### config.mk
export PLATFORM = sky130hd
export DESIGN_NAME = flash_cmd_device_flat
export DESIGN_NICKNAME = d
export VERILOG_FILES = /design/src/design/spi_cmd_pkg.sv /design/src/design/spi_link_if.sv /design/src/design/flash_cmd_device.sv /design/src/flat_wrapper.sv
export VERILOG_INCLUDE_DIRS = /design/src /design/src/design
export SDC_FILE = /design/constraint.sdc
export NUM_CORES = 1
export LEC_CHECK = 0
export BUFFER_PORTS_ARGS = -buffer_cell sky130_fd_sc_hd__buf_2
export CAP_MARGIN = 10
export CORE_ASPECT_RATIO = 0.7
export CORE_MARGIN = 2
export CORE_UTILIZATION = 30
export DETAILED_ROUTE_END_ITERATION = 16
export GPL_TIMING_DRIVEN = 0
export PLACE_DENSITY = 0.59
export SETUP_SLACK_MARGIN = 0.5
export SYNTH_ARGS = -nofsm -noshare
export SYNTH_HDL_FRONTEND = slang
export SYNTH_SLANG_ARGS = --single-unit
export TNS_END_PERCENT = 100
### constraint.sdc
create_clock -name i_clock -period 2.5 [get_ports i_clock]
set_input_delay 0.25 -clock i_clock [delete_from_list [all_inputs] [get_ports i_clock]]
set_output_delay 0.25 -clock i_clock [all_outputs]
set_load 0.005 [all_outputs]
### src/design/spi_cmd_regs.svh
// constants for the serial flash command front end
// assumes inclusion by bare name from both ends
`ifndef SPI_CMD_REGS_SVH
`define SPI_CMD_REGS_SVH

// =====================================================================
// opcodes
`define OP_RD_FAST      8'h0B
`define OP_RD_SLOW      8'h03
`define OP_ERASE_4K     8'h20
`define OP_ERASE_32K    8'h52
`define OP_ERASE_64K    8'hD8
`define OP_CHIP_ERASE_A 8'h60
`define OP_CHIP_ERASE_B 8'hC7
`define OP_PROGRAM      8'h02
`define OP_WR_EN        8'h06
`define OP_WR_DIS       8'h04
`define OP_PROT         8'h36
`define OP_UNPROT       8'h39
`define OP_RD_PROT      8'h3C
`define OP_RD_STATUS    8'h05
`define OP_WR_STATUS    8'h01
`define OP_RD_ID        8'h9F
`define OP_PWR_DOWN     8'hB9
`define OP_PWR_RESUME   8'hAB

// =====================================================================
// framing
`define LAST_BIT        3'h7
`define LAST_ADDR_BYTE  2'h2
`define PAGE_BYTES      9'h100

// =====================================================================
// timing
`define CLK_PERIOD_NS      50
`define HOST_SCK_PERIOD_NS 800
`define SCK_HALF_CYCLES    (`HOST_SCK_PERIOD_NS / (2 * `CLK_PERIOD_NS))

`endif

### src/design/spi_cmd_pkg.sv
// types shared by both ends of the serial flash command link
// assumes the constants header sits in the include path
package spi_cmd_pkg;
  // =====================================================================
  // command shape
  typedef enum logic [1:0] {DIR_NONE = 2'h0, DIR_IN = 2'h1, DIR_OUT = 2'h2} dir_t;
  typedef struct packed {
    logic known;
    logic has_addr;
    logic has_dummy;
    logic one_byte;
    dir_t dir;
  } cmd_info_t;

  // =====================================================================
  // state machines, codes gray in the order listed
  typedef enum logic [2:0] {
    ST_IDLE = 3'h0, ST_OPC = 3'h1, ST_ADDR = 3'h3, ST_DUMMY = 3'h2,
    ST_DIN = 3'h6, ST_DOUT = 3'h7, ST_IGNR = 3'h5, ST_HOLD = 3'h4
  } dev_state_t;
  typedef enum logic [2:0] {
    H_IDLE = 3'h0, H_SEL = 3'h1, H_LOW = 3'h3, H_HIGH = 3'h2,
    H_WAIT = 3'h6, H_END = 3'h7, H_DESEL = 3'h5
  } host_state_t;
endpackage

### src/design/spi_link_if.sv
// four-wire serial link between flash front end and its host
// assumes the bench joins both modports; data out pin is three-state
`timescale 1ns/1ps
interface spi_link_if;
  logic cs_n;
  logic sck;
  logic mosi;
  logic miso;
  logic miso_oe;
  // released line reads high, as with a pull-up
  logic miso_line;
  assign miso_line = miso_oe ? miso : 1'b1;

  modport host (output cs_n, output sck, output mosi, input miso_line);
  modport device (input cs_n, input sck, input mosi, output miso, output miso_oe);
endinterface

### src/design/flash_cmd_device.sv
// serial flash command front end: device end of the four-wire link
// assumes a 20 MHz clock well above the link clock; link pins are async
// Operation
// - modes 0 and 3 both work
// - sample on rising, drive on falling edge
// - host selects chip before any clock
// - opcode byte first, then its extra bytes
// - every byte travels most significant bit first
// - chip deselect ends the command frame
// - unknown opcode ignored until next frame
// - early deselect does nothing, back to idle
// - 24-bit address, top three bits dropped
// - both reads take address, fast adds dummy
// - block erases take address, chip erase bare
// - program takes address and 1-256 bytes; more are still passed on, count holds at 256
// - protection readback takes address, streams out
// - status write one byte, status read streams
// - id read bare, streams out until deselect
// - power down and resume are bare
// - deselect ends read and releases output
`timescale 1ns/1ps
module flash_cmd_device (
  // clock and reset
  input  wire logic   i_clock,
  input  wire logic   i_rst,
  // link
  spi_link_if.device  link,
  // command out
  output logic        o_cmd_valid,
  output logic [7:0]  o_cmd_opcode,
  output logic [20:0] o_cmd_addr,
  output logic [8:0]  o_cmd_count,
  // write data out
  output logic        o_wr_valid,
  output logic [7:0]  o_wr_data,
  // read data in
  input  wire logic [7:0] i_rd_data,
  output logic        o_rd_next
);
  import spi_cmd_pkg::*;
  `include "spi_cmd_regs.svh"

  // =====================================================================
  // opcode table
  function automatic cmd_info_t decode_op(input logic [7:0] op);
    cmd_info_t info;
    info = '0;
    case (op)
      `OP_RD_FAST:      info = '{1'b1, 1'b1, 1'b1, 1'b0, DIR_OUT};
      `OP_RD_SLOW:      info = '{1'b1, 1'b1, 1'b0, 1'b0, DIR_OUT};
      `OP_ERASE_4K,
      `OP_ERASE_32K,
      `OP_ERASE_64K:    info = '{1'b1, 1'b1, 1'b0, 1'b0, DIR_NONE};
      `OP_CHIP_ERASE_A,
      `OP_CHIP_ERASE_B: info = '{1'b1, 1'b0, 1'b0, 1'b0, DIR_NONE};
      `OP_PROGRAM:      info = '{1'b1, 1'b1, 1'b0, 1'b0, DIR_IN};
      `OP_RD_PROT:      info = '{1'b1, 1'b1, 1'b0, 1'b0, DIR_OUT};
      `OP_WR_STATUS:    info = '{1'b1, 1'b0, 1'b0, 1'b1, DIR_IN};
      `OP_RD_STATUS:    info = '{1'b1, 1'b0, 1'b0, 1'b0, DIR_OUT};
      `OP_RD_ID:        info = '{1'b1, 1'b0, 1'b0, 1'b0, DIR_OUT};
      `OP_PWR_DOWN,
      `OP_PWR_RESUME:   info = '{1'b1, 1'b0, 1'b0, 1'b0, DIR_NONE};
      `OP_WR_EN,
      `OP_WR_DIS:       info = '{1'b1, 1'b0, 1'b0, 1'b0, DIR_NONE};
      `OP_PROT,
      `OP_UNPROT:       info = '{1'b1, 1'b1, 1'b0, 1'b0, DIR_NONE};
      default:          info = '0;
    endcase
    return info;
  endfunction

  // phase that follows the opcode or address bytes
  function automatic dev_state_t next_phase(input cmd_info_t info);
    dev_state_t st;
    st = ST_HOLD;
    if (!info.known) begin
      st = ST_IGNR;
    end else if (info.has_dummy) begin
      st = ST_DUMMY;
    end else if (info.dir == DIR_OUT) begin
      st = ST_DOUT;
    end else if (info.dir == DIR_IN) begin
      st = ST_DIN;
    end
    return st;
  endfunction

  // =====================================================================
  // pin synchronisers
  logic cs_s1_reg, cs_s2_reg, cs_d_reg;
  logic sck_s1_reg, sck_s2_reg, sck_d_reg;
  logic mosi_s1_reg, mosi_s2_reg;

  // two sync flops per pin plus an edge flop on cs and sck; sck and data share depth so they stay aligned
  always_ff @(posedge i_clock) begin
    if (i_rst) begin
      cs_s1_reg   <= 1'b1;
      cs_s2_reg   <= 1'b1;
      cs_d_reg    <= 1'b1;
      sck_s1_reg  <= 1'b0;
      sck_s2_reg  <= 1'b0;
      sck_d_reg   <= 1'b0;
      mosi_s1_reg <= 1'b0;
      mosi_s2_reg <= 1'b0;
    end else begin
      cs_s1_reg   <= link.cs_n;
      cs_s2_reg   <= cs_s1_reg;
      cs_d_reg    <= cs_s2_reg;
      sck_s1_reg  <= link.sck;
      sck_s2_reg  <= sck_s1_reg;
      sck_d_reg   <= sck_s2_reg;
      mosi_s1_reg <= link.mosi;
      mosi_s2_reg <= mosi_s1_reg;
    end
  end

  // =====================================================================
  // edges and decode
  dev_state_t state_reg, state_next;
  cmd_info_t  info_reg;
  cmd_info_t  op_info;
  logic [2:0] bit_cnt_reg;
  logic [1:0] byte_cnt_reg;
  logic [7:0] shift_reg;
  logic [7:0] out_reg;
  logic [7:0] byte_in;
  logic       sck_rise;
  logic       sck_fall;
  logic       cs_rise;
  logic       byte_done;
  logic       frame_ok;
  logic       read_start;
  logic       out_load;

  // edges only count inside a frame; idle level of sck is irrelevant
  assign sck_rise   = sck_s2_reg & ~sck_d_reg & ~cs_s2_reg;
  assign sck_fall   = ~sck_s2_reg & sck_d_reg & ~cs_s2_reg;
  assign cs_rise    = cs_s2_reg & ~cs_d_reg;
  assign byte_in    = {shift_reg[6:0], mosi_s2_reg};
  assign byte_done  = sck_rise & (bit_cnt_reg == `LAST_BIT);
  assign op_info    = decode_op(byte_in);
  assign read_start = (state_next == ST_DOUT) & (state_reg != ST_DOUT);
  assign out_load   = sck_fall & (state_reg == ST_DOUT) & (bit_cnt_reg == 3'h0);
  // a frame counts only if every byte it needs arrived whole
  assign frame_ok   = (state_reg == ST_HOLD)
                    | ((state_reg == ST_DIN) & (o_cmd_count != 9'h000)
                       & (bit_cnt_reg == 3'h0));

  // =====================================================================
  // frame sequencing
  always_comb begin
    state_next = state_reg;
    if (cs_s2_reg) begin
      state_next = ST_IDLE;
    end else if (state_reg == ST_IDLE) begin
      state_next = ST_OPC;
    end else if (byte_done) begin
      case (state_reg)
        ST_OPC: begin
          state_next = op_info.has_addr ? ST_ADDR : next_phase(op_info);
        end
        ST_ADDR: begin
          if (byte_cnt_reg == `LAST_ADDR_BYTE) begin
            state_next = next_phase(info_reg);
          end
        end
        ST_DUMMY: state_next = ST_DOUT;
        ST_DIN: begin
          if (info_reg.one_byte) begin
            state_next = ST_HOLD;
          end
        end
        default: state_next = state_reg;
      endcase
    end
  end

  // state and bit position
  always_ff @(posedge i_clock) begin
    if (i_rst) begin
      state_reg    <= ST_IDLE;
      bit_cnt_reg  <= 3'h0;
      byte_cnt_reg <= 2'h0;
      shift_reg    <= 8'h00;
    end else begin
      state_reg    <= state_next;
      bit_cnt_reg  <= cs_s2_reg ? 3'h0 : bit_cnt_reg + {2'h0, sck_rise};
      if (cs_s2_reg) begin
        byte_cnt_reg <= 2'h0;
      end else if (byte_done && state_reg == ST_ADDR) begin
        byte_cnt_reg <= byte_cnt_reg + 2'h1;
      end
      if (sck_rise) begin
        shift_reg <= byte_in;
      end
    end
  end

  // =====================================================================
  // captured command fields
  always_ff @(posedge i_clock) begin
    if (i_rst) begin
      info_reg     <= '0;
      o_cmd_opcode <= 8'h00;
      o_cmd_addr   <= 21'h000000;
      o_cmd_count  <= 9'h000;
    end else begin
      if (state_reg == ST_OPC && byte_done) begin
        info_reg     <= op_info;
        o_cmd_opcode <= byte_in;
      end
      // shifting 24 bits through 21 drops the top three
      if (state_reg == ST_ADDR && sck_rise) begin
        o_cmd_addr <= {o_cmd_addr[19:0], mosi_s2_reg};
      end
      // cleared at frame start so the count survives the end pulse
      if (state_reg == ST_IDLE && !cs_s2_reg) begin
        o_cmd_count <= 9'h000;
      end else if (state_reg == ST_DIN && byte_done && o_cmd_count != `PAGE_BYTES) begin
        o_cmd_count <= o_cmd_count + 9'h001;
      end
    end
  end

  // =====================================================================
  // user-side pulses
  always_ff @(posedge i_clock) begin
    if (i_rst) begin
      o_cmd_valid <= 1'b0;
      o_wr_valid  <= 1'b0;
      o_wr_data   <= 8'h00;
      o_rd_next   <= 1'b0;
    end else begin
      o_cmd_valid <= (cs_rise & frame_ok) | read_start;
      o_wr_valid  <= byte_done & (state_reg == ST_DIN);
      if (byte_done && state_reg == ST_DIN) begin
        o_wr_data <= byte_in;
      end
      o_rd_next   <= out_load;
    end
  end

  // =====================================================================
  // serial output, moved only on falling edges
  always_ff @(posedge i_clock) begin
    if (i_rst) begin
      out_reg      <= 8'h00;
      link.miso    <= 1'b0;
      link.miso_oe <= 1'b0;
    end else if (cs_s2_reg) begin
      link.miso_oe <= 1'b0;
    end else if (sck_fall && state_reg == ST_DOUT) begin
      link.miso_oe <= 1'b1;
      if (out_load) begin
        link.miso <= i_rd_data[7];
        out_reg   <= {i_rd_data[6:0], 1'b0};
      end else begin
        link.miso <= out_reg[7];
        out_reg   <= {out_reg[6:0], 1'b0};
      end
    end
  end
endmodule

### src/flat_wrapper.sv
// flat-port wrapper written by rule: the top's interface ports become plain ports
module flash_cmd_device_flat import spi_cmd_pkg::*;
  (i_clock, i_rst, o_cmd_valid, o_cmd_opcode, o_cmd_addr, o_cmd_count, o_wr_valid, o_wr_data, i_rd_data, o_rd_next, link_cs_n, link_sck, link_mosi, link_miso, link_miso_oe);
  spi_link_if link_i ();
  input  wire logic i_clock;
  input  wire logic i_rst;
  output logic o_cmd_valid;
  output logic [7:0] o_cmd_opcode;
  output logic [20:0] o_cmd_addr;
  output logic [8:0] o_cmd_count;
  output logic o_wr_valid;
  output logic [7:0] o_wr_data;
  input  wire logic [7:0] i_rd_data;
  output logic o_rd_next;
  input wire logic [$bits(link_i.cs_n)-1:0] link_cs_n;
  input wire logic [$bits(link_i.sck)-1:0] link_sck;
  input wire logic [$bits(link_i.mosi)-1:0] link_mosi;
  output wire logic [$bits(link_i.miso)-1:0] link_miso;
  output wire logic [$bits(link_i.miso_oe)-1:0] link_miso_oe;
  assign link_i.cs_n = link_cs_n;
  assign link_i.sck = link_sck;
  assign link_i.mosi = link_mosi;
  assign link_miso = link_i.miso;
  assign link_miso_oe = link_i.miso_oe;
  flash_cmd_device u_core (.i_clock(i_clock), .i_rst(i_rst), .link(link_i), .o_cmd_valid(o_cmd_valid), .o_cmd_opcode(o_cmd_opcode), .o_cmd_addr(o_cmd_addr), .o_cmd_count(o_cmd_count), .o_wr_valid(o_wr_valid), .o_wr_data(o_wr_data), .i_rd_data(i_rd_data), .o_rd_next(o_rd_next));
endmodule
### Word level (Yosys, flattened, before mapping)

Index checks and enable logic that the tools add are counted.

* register bits after elaboration: 87
* bits in latches: 0
* RAM bits: 0
* bits in read-only memories: 0
* input bits: 13
* output and inout port bits: 51
* logic and storage cells: 117
* memories: 0

* add/sub/neg operators: 3
* $mul: 0
* div/mod/pow operators: 0
* $lt $le $gt $ge: 0
* equal/unequal tests: 33
* shifts and indexed selects: 0
* multiplexer cells: 18
* bitwise gates (word level): 19
* reduce and logical (&&, ||, !) cells: 18

Operators by type and width (number)
* 6-bit one-hot mux with 7 select lines: 1
* 8-bit equality test (second input constant): 5
* 3-bit 2-to-1 mux: 12
* 8-bit by 6-bit equality test with 1-bit output (second input constant): 4
* 8-bit by 3-bit equality test with 1-bit output (second input constant): 3
* 8-bit by 2-bit equality test with 1-bit output (second input constant): 2
* 8-bit by 7-bit equality test with 1-bit output (second input constant): 2
* 3-bit equality test (second input constant): 5
* 1-bit AND: 13
* 3-bit one-hot mux with 4 select lines: 1
* 9-bit by 1-bit adder with 9-bit output (second input constant): 1
* 9-bit inequality test (second input constant): 1
* 9-bit nonzero test: 1
* 8-bit by 1-bit equality test with 1-bit output (second input constant): 1
* 8-bit by 4-bit equality test with 1-bit output (second input constant): 1
* 8-bit 2-to-1 mux: 1
* 2-bit OR reduction: 4
* 1-bit logical AND: 7
* 2-bit equality test (second input constant): 3
* 3-bit by 2-bit equality test with 1-bit output (second input constant): 2
* 3-bit logical NOT: 2
* 6-bit OR reduction: 1
* 5-bit OR reduction: 1
* 2-bit by 1-bit equality test with 1-bit output (second input constant): 2
* other kinds (10): 15

### Longest topological paths before layout

Gate-level depths: netlist of the first run.

* depth in word-level cells: 16
* mapped depth: 11
* depth with buffers taken out: 10

### Worst setup path before layout of the first run

No wires, ideal clock.

* path type: reg2reg
* start: register u_core.shift_reg[5]
* end: register u_core.o_cmd_valid
* library setup time: 0.120 ns
* data arrival time: 2.003 ns
* required time: 2.380 ns
* setup slack: 0.377 ns
* stages on the path, launching flop included: 10
* buffers on the path: 1
* clock period less this slack: 2.123 ns
* cell sequence: dfxtp_1 > buf_4 > nor2_1 > nand3b_1 > or3_1 > ha_1 > inv_1 > a2111o_1 > nand3_2 > o31ai_2

* cells in the longest elaborated chain, start to end: 16
* elaborated cells on any way between the ends: 37
* those cells by class: 21 x eq/ne; 10 x mux; 2 x bitwise; 4 x reduce/logical

RTL lines
* start: declaration: RTL line flash_cmd_device.sv:124 `logic [7:0] shift_reg;`
* start signal: assignment: RTL line flash_cmd_device.sv:194 `shift_reg <= byte_in;`
* 8-bit by 7-bit equality test with 1-bit output (tied with other cells): RTL line flash_cmd_device.sv:48 `case (op)`
* 6-bit OR reduction (no source line) (tied with other cells)
* 6-bit one-hot mux with 7 select lines *: RTL line flash_cmd_device.sv:48
* 2-bit by 1-bit equality test with 1-bit output: RTL line flash_cmd_device.sv:82 `end else if (info.dir == DIR_IN) begin`
* 2-bit 2-to-1 mux: RTL line flash_cmd_device.sv:82
* 3-bit 2-to-1 mux: RTL line flash_cmd_device.sv:80 `end else if (info.dir == DIR_OUT) begin`
* 3-bit 2-to-1 mux: RTL line flash_cmd_device.sv:78 `end else if (info.has_dummy) begin`
* 3-bit 2-to-1 mux: RTL line flash_cmd_device.sv:76 `if (!info.known) begin`
* 3-bit 2-to-1 mux *: RTL line flash_cmd_device.sv:160 `state_next = op_info.has_addr ? ST_ADDR : next_phase(op_info);`
* 3-bit one-hot mux with 4 select lines *: RTL line flash_cmd_device.sv:158 `case (state_reg)`
* 3-bit 2-to-1 mux *: RTL line flash_cmd_device.sv:157 `end else if (byte_done) begin`
* 3-bit 2-to-1 mux *: RTL line flash_cmd_device.sv:155 `end else if (state_reg == ST_IDLE) begin`
* 3-bit 2-to-1 mux *: RTL line flash_cmd_device.sv:153 `if (cs_s2_reg) begin`
* 3-bit equality test *: RTL line flash_cmd_device.sv:142 `assign read_start = (state_next == ST_DOUT) & (state_reg != ST_DOUT);`
* 1-bit AND *: RTL line flash_cmd_device.sv:142
* 1-bit OR *: RTL line flash_cmd_device.sv:234 `o_cmd_valid <= (cs_rise & frame_ok) | read_start;`
* end signal: assignment: RTL line flash_cmd_device.sv:234
* end: declaration: RTL line flash_cmd_device.sv:29 `output logic o_cmd_valid,`

Every way passes the cells marked *; elsewhere a longest branch is shown, timed or not.
A chain may end at the register's enable or synchronous reset.

==> out/metrics.csv, run 1 <==
stage;metric;value;unit
logic_synthesis;netlist_area;3790;sq um
critical_path;critPathMaxStageDelay;0.37;ns
hold_path;hold_end;u_core.cs_s1_reg;
floorplanning;die_area;13600;sq um
critical_path;r2r-end;u_core.o_cmd_valid;
clocking;clk_path_buf_depth;2;
place;gp_congestion;0.816;
place;hpwl;6860;um
clocking;clkLatencyLatePin;0.34;ns
logic_synthesis;synth_nets;457;
routing;wl_per_cell;14.7;um
critical_path;cp_data_required_time;2.75;ns
grt;grt_max_degree;15;
final_layout;largest_reg_flops;21;
grt;grt_pass1_wl;16700;um
critical_path;cp_num_buf_inv;2;
clocking;cts_made_buffers;9;
timing;slew_viol_final;0;
timing;finClkSkew;0.00846;ns
logic_synthesis;avgSynthCellArea;8.68;sq um
logic_synthesis;yosysTopAreaCellShare;0.454;
pwr;power_leakage;2.05;nW
logic_synthesis;synth-xor-area-share;0.0300;
routing;first_iter_violations;234;
pwr;power.density;605;nW/um^2
clocking;cts_tree;built;
status;outcome;finished, final reports clean;
timing;hold_viol;0;
floorplanning;initial_utilization;0.306;
timing;timing.fmax;481;MHz
grt;grt-ovfl-total;0;
clocking;cts_sinks;86;
critical_path;reg2reg_slack;0.42;ns
pwr;vdd_drop_max;0.000312;V
timing;rsz0062_at_grt;true;
floorplanning;die_h;98.1;um
grt;grt_pass1_vias;3276;
grt;antenna_found_initial;0;
critical_path;critPathLaunchType;register;
clocking;htreeDepth;3;
final_layout;num_antenna_cells;0;
place;pre_cts_ws;0.160;ns
place;numPortBuffers;62;
timing;setup_violations;0;
hold_path;whs_path_depth;2;
routing;drc_errors;0;
floorplanning;rows;34;
final_layout;drive_above_1_share;0.301;
routing;antenna_left;0;
floorplanning;io_pins;64;
final_layout;syn_to_final_growth;34.2;%
logic_synthesis;async_reset_ff_frac;0;
routing;vias_per_cell;4.94;
final_layout;n_fill_cell;1229;
logic_synthesis;yosysWarnings;0;
logic_synthesis;synth_flop_cell;dfxtp_1;
timing;slew_headroom;0.430;
logic_synthesis;ys_seq_area_frac;0.454;
critical_path;reg2regPathDepth;10;
logic_synthesis;synth_top_family_by_area;simple AND/OR/NAND/NOR gates;
hold_path;hold_start;link_cs_n;
timing;min_period;2.08;ns
critical_path;crit_slowest_cell;dfxtp_4;
routing;drt-total-wl;10300;um
clocking;holdBufCountCts;0;
final_layout;top_register;u_core.o_cmd_addr;
critical_path;end_kind;register;
logic_synthesis;synth_fa_ha_area_frac;0.0231;
hold_path;hold_path.class;input port to register;
logic_synthesis;synth_mux_area_frac;0.0666;
routing;vias;3460;
grt;gr-usage-all-layers;0.154;
clocking;root_buffer;clkbuf_16;
logic_synthesis;yosysUniqueCellTypes;56;
critical_path;crit_fanout;6;
logic_synthesis;synth.area.top_cells;dfxtp_1 (45%), nand2_1 (7.2%), mux2i_1 (6.1%), a21oi_1 (4.9%), nor2_1 (4.8%);
timing;fin_ws;0.422;ns
logic_synthesis;synth-edff-count;0;
logic_synthesis;synth_compound_area_frac;0.120;
routing;first_pass_iters;4;
final_layout;reg.largest.list;u_core.o_cmd_addr x21, u_core.o_cmd_count x9;
critical_path;critPathKind;register to register;
logic_synthesis;synth-simple-area-share;0.245;
logic_synthesis;synth_cells;437;
final_layout;fin_nets;554;
logic_synthesis;yosysTopAreaCell;dfxtp_1;
timing;post-route-period-util;0.831;
job;maxCapViolCount;0;
timing;tightest_slew;0.846;ns
clocking;clkSlewWorstSetupHoldPaths;0.06;ns
floorplanning;die_w;138;um
critical_path;rr_startpoint;u_core.shift_reg[1];
critical_path;path_cells;buf_8 -> nor4_4 -> o21a_1 -> a31o_4 -> ha_4 -> inv_1 -> a31o_2 -> a31oi_4 -> a21oi_2 -> o31ai_2;
critical_path;cp_data_arrival_time;2.32;ns
critical_path;cp_top_family;compound AO/OA/AOI/OAI gates;
logic_synthesis;ys_ff_latch;86;
critical_path;worst-path-stages;10;
floorplanning;core_area;12400;sq um
timing;setup_tns;0;ns
metal layers:
metal  routed length, um  part of all wire  up-vias  GRT usage
met5                   0                 0        -          0
met4                 155             0.015        0     0.0534
met3                 688             0.067       15     0.0535
met2                4450              0.43      103      0.229
met1                4990              0.49     1651      0.209
li1                    -                 -     1691          -
worst register-to-register path: stages (launching register included):
cell     delay (ns)
dfxtp_4        0.37
buf_8          0.13
nor4_4         0.31
o21a_1         0.22
a31o_4         0.13
ha_4           0.12
inv_1          0.04
a31o_2         0.23
a31oi_4        0.14
a21oi_2        0.06
o31ai_2        0.24
layout make-up:
type	count	area [sq um]	share of cell area
clock buffer	9	225	0.0442
clock inverter	6	134	0.0263
multi-input combinational	306	2000	0.392
inverter	13	48.8	0.00958
sequential	86	1740	0.341
buffer	32	254	0.0499
timing repair buffer	86	490	0.0963
tap	162	203	0.0398
worst max-delay path by stage:
| stage | startpoint | to | slack [ns] |
|---|---|---|---|
| floorplan | u_core.shift_reg[1] | u_core.o_cmd_valid | 0.52 |
| global placement | u_core.shift_reg[1] | u_core.o_cmd_valid | 0.22 |
| detailed placement | u_core.shift_reg[1] | u_core.o_cmd_valid | 0.16 |
| CTS | u_core.shift_reg[1] | u_core.o_cmd_valid | 0.42 |
| global route | u_core.shift_reg[1] | u_core.o_cmd_valid | 0.34 |
| finish | u_core.shift_reg[1] | u_core.o_cmd_valid | 0.42 |
cells in the mapped netlist, drive strengths merged (4+ instances only):
| cell | instances |
|---|---|
| nor4 | 8 |
| nand2 | 73 |
| a21oi | 37 |
| or3 | 6 |
| nand3 | 9 |
| nor2 | 49 |
| inv | 13 |
| mux2i | 23 |
| nor2b | 6 |
| a211oi | 11 |
| dfxtp | 86 |
| ha | 7 |
| clkbuf | 14 |
| xnor2 | 9 |
| nand2b | 4 |
| xor2 | 4 |
| buf | 18 |
| o21ai | 4 |
| nor3 | 8 |
layout by cell type, fill, tap and decap left out, types with 4 or more instances in the layout:
cell type / count
buf_6: 10
dfxtp_1: 79
a21oi_1: 36
xor2_1: 4
nor3_1: 7
nand2_1: 72
clkbuf_2: 4
nand2b_1: 4
buf_4: 25
mux2i_1: 23
or3_1: 4
nor4_1: 4
nand3_1: 8
clkbuf_16: 9
nor2b_1: 6
a211oi_1: 10
clkbuf_1: 10
bufinv_16: 4
ha_1: 6
nor2_1: 47
buf_8: 4
dfxtp_2: 4
buf_2: 63
inv_1: 12
xnor2_1: 8
per-stage QoR:
step                      total power, mW  std cells  utilization  cell area (sq um)  hold slack, ns
after global routing                 3.19        700        0.411               5090          0.0947
after CTS                            3.11        696        0.400               4960          0.0830
final                                3.08        700        0.411               5090          0.0925
after detailed placement             1.48        661        0.350               4330           0.412
after floorplan                      1.45        437            -               3820           0.354
after global placement               1.48        661        0.350               4330           0.397
cell families (layout without fill, tap and decap cells):
family / Yosys count / count (layout)
buf+inv: 45 / 146
flops: 86 / 86
compound gates: 70 / 70
xor+xnor: 13 / 13
simple gates: 191 / 191
mux: 25 / 25
fa+ha+maj: 7 / 7
report_power, final:
| part | internal, mW | switching, mW | leakage [nW] | total, mW |
|---|---|---|---|---|
| Clock | 1.07 | 0.554 | 0.176 | 1.63 |
| Combinational | 0.0288 | 0.0475 | 1.18 | 0.0763 |
| Sequential | 1.37 | 0.00396 | 0.698 | 1.38 |
repair_timing:
| action | in CTS | in global routing |
|---|---|---|
| setup buffers | 20 | 4 |
| setup endpoints to repair | 25 | 43 |
| resized for setup | 33 | 24 |
| pin swaps | 12 | 7 |
(Power assumes the default switching activity.)
==> run 2, diff against run 1 <==
--- a/config.mk
+++ b/config.mk
@@ -6,6 +6,7 @@
 export SDC_FILE = /design/constraint.sdc
 export NUM_CORES = 1
 export LEC_CHECK = 0
+export ABC_AREA = 1
 export BUFFER_PORTS_ARGS = -buffer_cell sky130_fd_sc_hd__buf_2
 export CAP_MARGIN = 10
 export CORE_ASPECT_RATIO = 0.7
@@ -13,7 +14,7 @@
 export CORE_UTILIZATION = 30
 export DETAILED_ROUTE_END_ITERATION = 16
 export GPL_TIMING_DRIVEN = 0
-export PLACE_DENSITY = 0.59
+export PLACE_DENSITY = 0.61
 export SETUP_SLACK_MARGIN = 0.5
 export SYNTH_ARGS = -nofsm -noshare
 export SYNTH_HDL_FRONTEND = slang
==> constraint.sdc (replaced) <==
create_clock -name i_clock -period 1.9 [get_ports i_clock]
set_input_delay 0.19 -clock i_clock [delete_from_list [all_inputs] [get_ports i_clock]]
set_output_delay 0.19 -clock i_clock [all_outputs]
set_load 0.005 [all_outputs]
==> run 2 against run 1 <==
- the run now ends with negative setup slack left
- routed wire length is 24% higher
- combinational power is 94% higher
- maximum frequency is 9.2% higher
- clock power is 9% higher
- synthesized area hardly changed
- total power is 21% higher
- first-iteration DRC count is 15% higher
- final cell count is 21% higher
- critical path type unchanged
- critical endpoint unchanged
- largest cell class unchanged
- largest power group is now sequential cells
==> out/metrics.csv, run 2 <==
stage;metric;value;unit;change
status;outcome;finished with violations;;
status;violations;negative setup slack;;
place;pre_cts_ws;-0.252;ns;-0.411 ns
critical_path;cp_top_family;simple AND/OR/NAND/NOR gates;;
timing;fin_ws;-0.00400;ns;-0.426 ns
clocking;clkLatencyLatePin;0.34;ns;about the same
logic_synthesis;ys_seq_area_frac;0.454;;about the same
critical_path;cp_data_required_time;2.17;ns;-0.58 ns
clocking;cts_made_buffers;9;;unchanged
pwr;swShare;0.230;;+0.0335
critical_path;cp_num_buf_inv;2;;unchanged
floorplanning;initial_utilization;0.307;;about the same
final_layout;largest_reg_flops;21;;unchanged
logic_synthesis;avgSynthCellArea;7.08;sq um;-18%
grt;gr-usage-all-layers;0.169;;+0.0153
timing;timing.fmax;525;MHz;+9.2%
routing;drt-total-wl;12800;um;+24%
critical_path;critPathKind;register to register;;
grt;grt_max_degree;16;;+1
grt;antenna_found_initial;0;;unchanged
critical_path;crit_start;u_core.shift_reg[3];;
critical_path;crit_slowest_cell;dfxtp_4;;
grt;grt_busiest_layer;met2;;
critical_path;reg2regPathDepth;13;;+3
floorplanning;die_w;138;um;about the same
logic_synthesis;synth.area.top_cells;dfxtp_1 (45%), nor2_1 (11%), nand2_1 (9.3%), o21ai_0 (8.2%), a21oi_1 (5.5%);;
grt;gr-usage-met3;0.0456;;-0.00785
timing;setup_tns;-0.00400;ns;-0.00400 ns
pwr;p_seq_frac;0.485;;+0.038
routing;antenna_left;0;;unchanged
final_layout;num_antenna_cells;0;;unchanged
hold_path;whs_path_depth;2;;unchanged
logic_synthesis;ys_ff_latch;86;;unchanged
final_layout;final_common_cell;nor2_1;;
logic_synthesis;async_reset_ff_frac;0;;unchanged
final_layout;final_area;6150;sq um;+21%
logic_synthesis;synth_cells;536;;+23%
critical_path;path_cells;nor2_4 -> nand2_4 -> inv_6 -> nand2_2 -> nand2_2 -> inv_2 -> nand2_2 -> ha_4 -> nand4_1 -> nand3_2 -> a21oi_2 -> nand3_2 -> a21oi_2;;
grt;grt_pass1_wl;18800;um;+13%
pwr;combPwrFrac;0.040;;+0.015
timing;slew_viol_final;0;;unchanged
timing;rsz0062_at_grt;true;;
timing;slew_headroom;0.487;;+0.0572
final_layout;top_register;u_core.o_cmd_addr;;
critical_path;critPathLaunchType;register;;
job;maxCapViolCount;0;;unchanged
grt;grt-ovfl-total;0;;unchanged
critical_path;cp_common_cell;nand2_2;;
floorplanning;core_area;12400;sq um;unchanged
routing;first_pass_iters;7;;+3
critical_path;critPathMaxStageDelay;0.38;ns;about the same
place;gp_congestion;0.926;;+13%
timing;tightest_slew;0.769;ns;-0.0765 ns
routing;vias_per_cell;5.00;;+1.1%
timing;hold_viol;0;;unchanged
grt;globalRouteMet1Util;0.241;;+0.0320
routing;drc_errors;0;;unchanged
logic_synthesis;synth_nets;556;;+22%
critical_path;crit_fanout;6;;unchanged
final_layout;syn_to_final_growth;62.1;%;
critical_path;end_kind;register;;
critical_path;cp_data_arrival_time;2.17;ns;-0.15 ns
logic_synthesis;yosysMostFrequentCell;nor2_1;;
clocking;clkSlewWorstSetupHoldPaths;0.07;ns;about the same
place;numPortBuffers;62;;unchanged
floorplanning;io_pins;64;;unchanged
final_layout;n_fill_cell;1118;;-9.0%
clocking;cts_tree;built;;
timing;setup_violations;1;;+1
floorplanning;die_h;98.1;um;about the same
final_layout;reg.largest.list;u_core.o_cmd_addr x21, u_core.o_cmd_count x9;;
floorplanning;rows;34;;unchanged
logic_synthesis;yosysUniqueCellTypes;35;;-38%
pwr;p_switching;0.859;mW;+42%
routing;vias;4242;;+23%
clocking;clk_path_buf_depth;2;;unchanged
critical_path;worst-path-stages;13;;+3
timing;min_period;1.90;ns;-0.174 ns
routing;wl_per_cell;15.1;um;+2.5%
hold_path;hold_start;link_cs_n;;
logic_synthesis;netlist_area;3790;sq um;about the same
logic_synthesis;yosysTopAreaCellShare;0.454;;about the same
pwr;power.density;607;nW/um^2;+0.32%
final_layout;drive_above_1_share;0.483;;+0.182
final_layout;fin_nets;702;;+27%
timing;post-route-period-util;1.00;;+0.171
logic_synthesis;synth-edff-count;0;;unchanged
grt;use_met2;0.249;;+0.0206
critical_path;rr_startpoint;u_core.shift_reg[3];;
timing;whs;0.0479;ns;-0.0447 ns
logic_synthesis;synth_commonest_cells;nor2_1 (111), nand2_1 (94), dfxtp_1 (86);;
pwr;power_leakage;2.77;nW;+35%
timing;finClkSkew;0.00818;ns;-0.000283 ns
logic_synthesis;yosysTopAreaCell;dfxtp_1;;
place;dpl_cell_area;4370;sq um;+0.92%
pwr;internal_power;2.87;mW;+16%
logic_synthesis;yosysWarnings;0;;unchanged
clocking;root_buffer;clkbuf_16;;
pwr;clockPowerShare;0.475;;-0.053
hold_path;hold_path.class;input port to register;;
place;hpwl;7460;um;+8.7%
clocking;htreeDepth;3;;unchanged
final_layout;layout_common_cells;nor2_1 (76), nand2_1 (70), dfxtp_1 (67);;
grt;grt_pass1_vias;3757;;+15%
clocking;cts_sinks;86;;unchanged
floorplanning;die_area;13600;sq um;about the same
pwr;vdd_drop_max;0.000403;V;+29%
logic_synthesis;synth_flop_cell;dfxtp_1;;
routing;first_iter_violations;268;;+15%
## run 2: cell count changes after synthesis, sizes merged, moves of 16 or more
cell	delta
o21ai	+59
mux2i	-23
inv	+44
buf	-16
nor2	+62
nand2	+23
## run 2: metal layers
metal / up-vias / share of wire
met3: 20 / 0.055
met2: 133 / 0.46
met4: 0 / 0.019
met5: - / 0
met1: 2040 / 0.46
li1: 2049 / -
## run 2: through the flow
step / total power [mW] / instances / util
after floorplan: 1.92 / 536 / -
after global placement: 1.96 / 760 / 0.353
after detailed placement: 1.96 / 760 / 0.353
after CTS: 3.73 / 824 / 0.442
after global routing: 3.85 / 849 / 0.497
final: 3.73 / 849 / 0.497
## run 2: power groups by stage
stage	logic [mW]	registers [mW]	clock network, mW
after global routing	0.160	1.81	1.88
after CTS	0.124	1.81	1.79
final	0.148	1.81	1.77
after detailed placement	0.101	1.86	0
after global placement	0.101	1.86	0
after floorplan	0.0640	1.86	0
## run 2: what timing repair did
item	in CTS	in global routing
setup buffers	43	24
pin swaps	31	60
endpoints found under the setup margin	70	72
resized for setup	161	144
hold buffers	0	0
cloned	5	1
## run 2: kinds of logic (layout without fill, tap and decap cells)
family | after synthesis | count (layout) | synth area share
compound gates | 119 | 119 | 0.164
xor+xnor | 2 | 2 | 0.00462
fa+ha+maj | 7 | 7 | 0.0231
buf+inv | 74 | 225 | 0.0735
flops | 86 | 86 | 0.454
simple gates | 248 | 248 | 0.281
## run 2: worst paths after layout
kind | slack, ns | to
worst max register to register | -0.004 | u_core.o_cmd_valid
worst max-delay path | -0.004 | u_core.o_cmd_valid
worst min register to register | 0.41 | u_core.mosi_s2_reg
worst min-delay path | 0.05 | u_core.cs_s1_reg
## run 2: layout make-up
cell class                 instances  area (sq um)  share of cell area
inverter                          58           263              0.0427
clock inverter                     7          71.3              0.0116
sequential                        86          1780               0.289
clock buffer                       9           225              0.0366
multi-input combinational        376          2420               0.393
tap                              162           203              0.0330
buffer                            16           156              0.0254
timing repair buffer             135          1040               0.168
==> run 3, diff against run 2 <==
--- a/config.mk
+++ b/config.mk
@@ -15,6 +15,7 @@
 export DETAILED_ROUTE_END_ITERATION = 16
 export GPL_TIMING_DRIVEN = 0
 export PLACE_DENSITY = 0.61
+export RECOVER_POWER = 100
 export SETUP_SLACK_MARGIN = 0.5
 export SYNTH_ARGS = -nofsm -noshare
 export SYNTH_HDL_FRONTEND = slang
==> run 3 against run 2 <==
- the run still ends with negative setup slack left
- design area down 2.9%
- hold slack about the same
- register-to-register slack hardly changed
- count of clock-buffer cells in the layout unchanged
- combinational power barely moved
- routed wire length about the same
- clock skew is 0.0019 ns higher
- flip-flop and latch count stayed put
==> out/metrics.csv, run 3 (same netlist as run 2, synthesis figures left out) <==
stage;metric;value;unit;change
pwr;p_switching;0.855;mW;-0.38%
grt;antenna_found_initial;0;;unchanged
pwr;clockPowerShare;0.475;;about the same
floorplanning;rows;34;;unchanged
timing;rsz0062_at_grt;true;;
clocking;cts_sinks;86;;unchanged
floorplanning;initial_utilization;0.307;;unchanged
timing;finClkSkew;0.0101;ns;+0.00195 ns
final_layout;largest_reg_flops;21;;unchanged
grt;gr-usage-all-layers;0.169;;unchanged
critical_path;end_kind;register;;
timing;setup_violations;1;;unchanged
final_layout;layout_common_cells;nor2_1 (77), dfxtp_1 (72), nand2_1 (71);;
pwr;power;3.73;mW;about the same
grt;grt_max_degree;16;;unchanged
grt;grt_pass1_wl;18800;um;unchanged
routing;drc_errors;0;;unchanged
final_layout;top_register;u_core.o_cmd_addr;;
pwr;p_seq_frac;0.486;;about the same
final_layout;finish.utilization;0.482;;-0.0144
critical_path;critPathLaunchType;register;;
timing;timing.fmax;523;MHz;-0.45%
timing;whs;0.0481;ns;+0.000230 ns
floorplanning;die_h;98.1;um;unchanged
clocking;root_buffer;clkbuf_16;;
status;violations;negative setup slack;;
routing;first_pass_iters;5;;-2
timing;post-route-period-util;1.01;;+0.00453
critical_path;cp_data_arrival_time;2.18;ns;about the same
pwr;power.density;624;nW/um^2;+2.9%
floorplanning;die_w;138;um;unchanged
final_layout;reg.largest.list;u_core.o_cmd_addr x21, u_core.o_cmd_count x9;;
routing;first_iter_violations;379;;+41%
clocking;cts_made_buffers;9;;unchanged
routing;antenna_left;0;;unchanged
grt;grt_pass1_vias;3757;;unchanged
routing;vias_per_cell;5.00;;about the same
final_layout;drive_above_1_share;0.437;;-0.0466
status;outcome;finished with violations;;
floorplanning;io_pins;64;;unchanged
floorplanning;die_area;13600;sq um;unchanged
hold_path;hold_path.class;input port to register;;
place;numPortBuffers;62;;unchanged
grt;grt-ovfl-total;0;;unchanged
timing;setup_tns;-0.0126;ns;-0.00860 ns
place;hpwl;7460;um;unchanged
timing;min_period;1.91;ns;+0.00860 ns
critical_path;crit_fanout;6;;unchanged
timing;tightest_slew;0.766;ns;-0.00333 ns
routing;wl_per_cell;15.1;um;about the same
clocking;htreeDepth;3;;unchanged
critical_path;cp_data_required_time;2.17;ns;about the same
pwr;combPwrFrac;0.039;;about the same
routing;drt-total-wl;12800;um;about the same
pwr;vdd_drop_max;0.000403;V;about the same
clocking;clkLatencyLatePin;0.34;ns;about the same
timing;slew_headroom;0.490;;+0.00222
clocking;cts_tree;built;;
final_layout;final_common_cell;nor2_1;;
clocking;clk_path_buf_depth;2;;unchanged
critical_path;critPathKind;register to register;;
clocking;holdBufCountCts;0;;unchanged
place;gp_congestion;0.926;;unchanged
pwr;swShare;0.229;;-0.000705
final_layout;syn_to_final_growth;57.4;%;
job;maxCapViolCount;0;;unchanged
final_layout;fin_nets;702;;unchanged
pwr;power_leakage;2.61;nW;-5.8%
floorplanning;core_area;12400;sq um;unchanged
pwr;internal_power;2.87;mW;about the same
timing;fin_ws;-0.0126;ns;-0.00860 ns
routing;vias;4245;;+0.071%
final_layout;num_antenna_cells;0;;unchanged
timing;hold_viol;0;;unchanged
clocking;clkSlewWorstSetupHoldPaths;0.07;ns;about the same
timing;slew_viol_final;0;;unchanged
## run 3: stage by stage
stage | cell area [sq um] | cells | worst slack [ns]
4_1_cts | 5470 | 824 | 0.0827
3_5_place_dp | 4370 | 760 | -0.252
2_1_floorplan | 3860 | 536 | 0.266
5_1_grt | 5970 | 849 | -0.0920
3_3_place_gp | 4370 | 760 | -0.235
6_report | 5970 | 849 | -0.0126
## run 3: area by class of cell
cell class / count / area (sq um)
Tap cell: 162 / 203
Sequential cell: 86 / 1760
Clock buffer: 9 / 225
Multi-Input combinational cell: 376 / 2360
Inverter: 58 / 255
Clock inverter: 7 / 71.3
Timing Repair Buffer: 135 / 967
Buffer: 16 / 123
Fill cell: 1162 / 6410
## run 3: per-layer routing
layer,wire [um],vias to the layer above,track usage
li1,-,2051,-
met3,750,21,0.0456
met5,0,-,0
met1,5850,2032,0.241
met4,214,0,0.0549
met2,5970,141,0.249
## run 3: worst max-delay path: stages (launching register included)
cell and delay [ns]:
dfxtp_4 0.38, nor2_4 0.16, nand2_4 0.10, inv_6 0.09
nand2_2 0.05, nand2_2 0.09, inv_2 0.05, nand2_2 0.11
ha_4 0.21, nand4_1 0.10, nand3_2 0.09, a21oi_2 0.18
nand3_2 0.10, a21oi_2 0.13
## run 3: final timing paths
| check | cells after the start | slack (ns) | end | start |
|---|---|---|---|---|
| worst max register to register | 13 | -0.01 | u_core.o_cmd_valid | u_core.shift_reg[3] |
| worst min register to register | 2 | 0.41 | u_core.mosi_s2_reg | u_core.mosi_s1_reg |
| worst max-delay path | 13 | -0.01 | u_core.o_cmd_valid | u_core.shift_reg[3] |
| worst min-delay path | 2 | 0.05 | u_core.cs_s1_reg | link_cs_n |
## run 3: timing repair
item,CTS,global route
setup buffers,43,24
resized for setup,161,144
endpoints found under the setup margin,70,72
gates cloned,5,1
pin swaps,31,60
## run 3: power by group through the flow
stage / Clock (mW) / Combinational [mW] / Sequential [mW]
final: 1.77 / 0.146 / 1.81
after CTS: 1.79 / 0.124 / 1.81
after detailed placement: 0 / 0.101 / 1.86
after floorplan: 0 / 0.0640 / 1.86
after global placement: 0 / 0.101 / 1.86
after global routing: 1.88 / 0.157 / 1.81
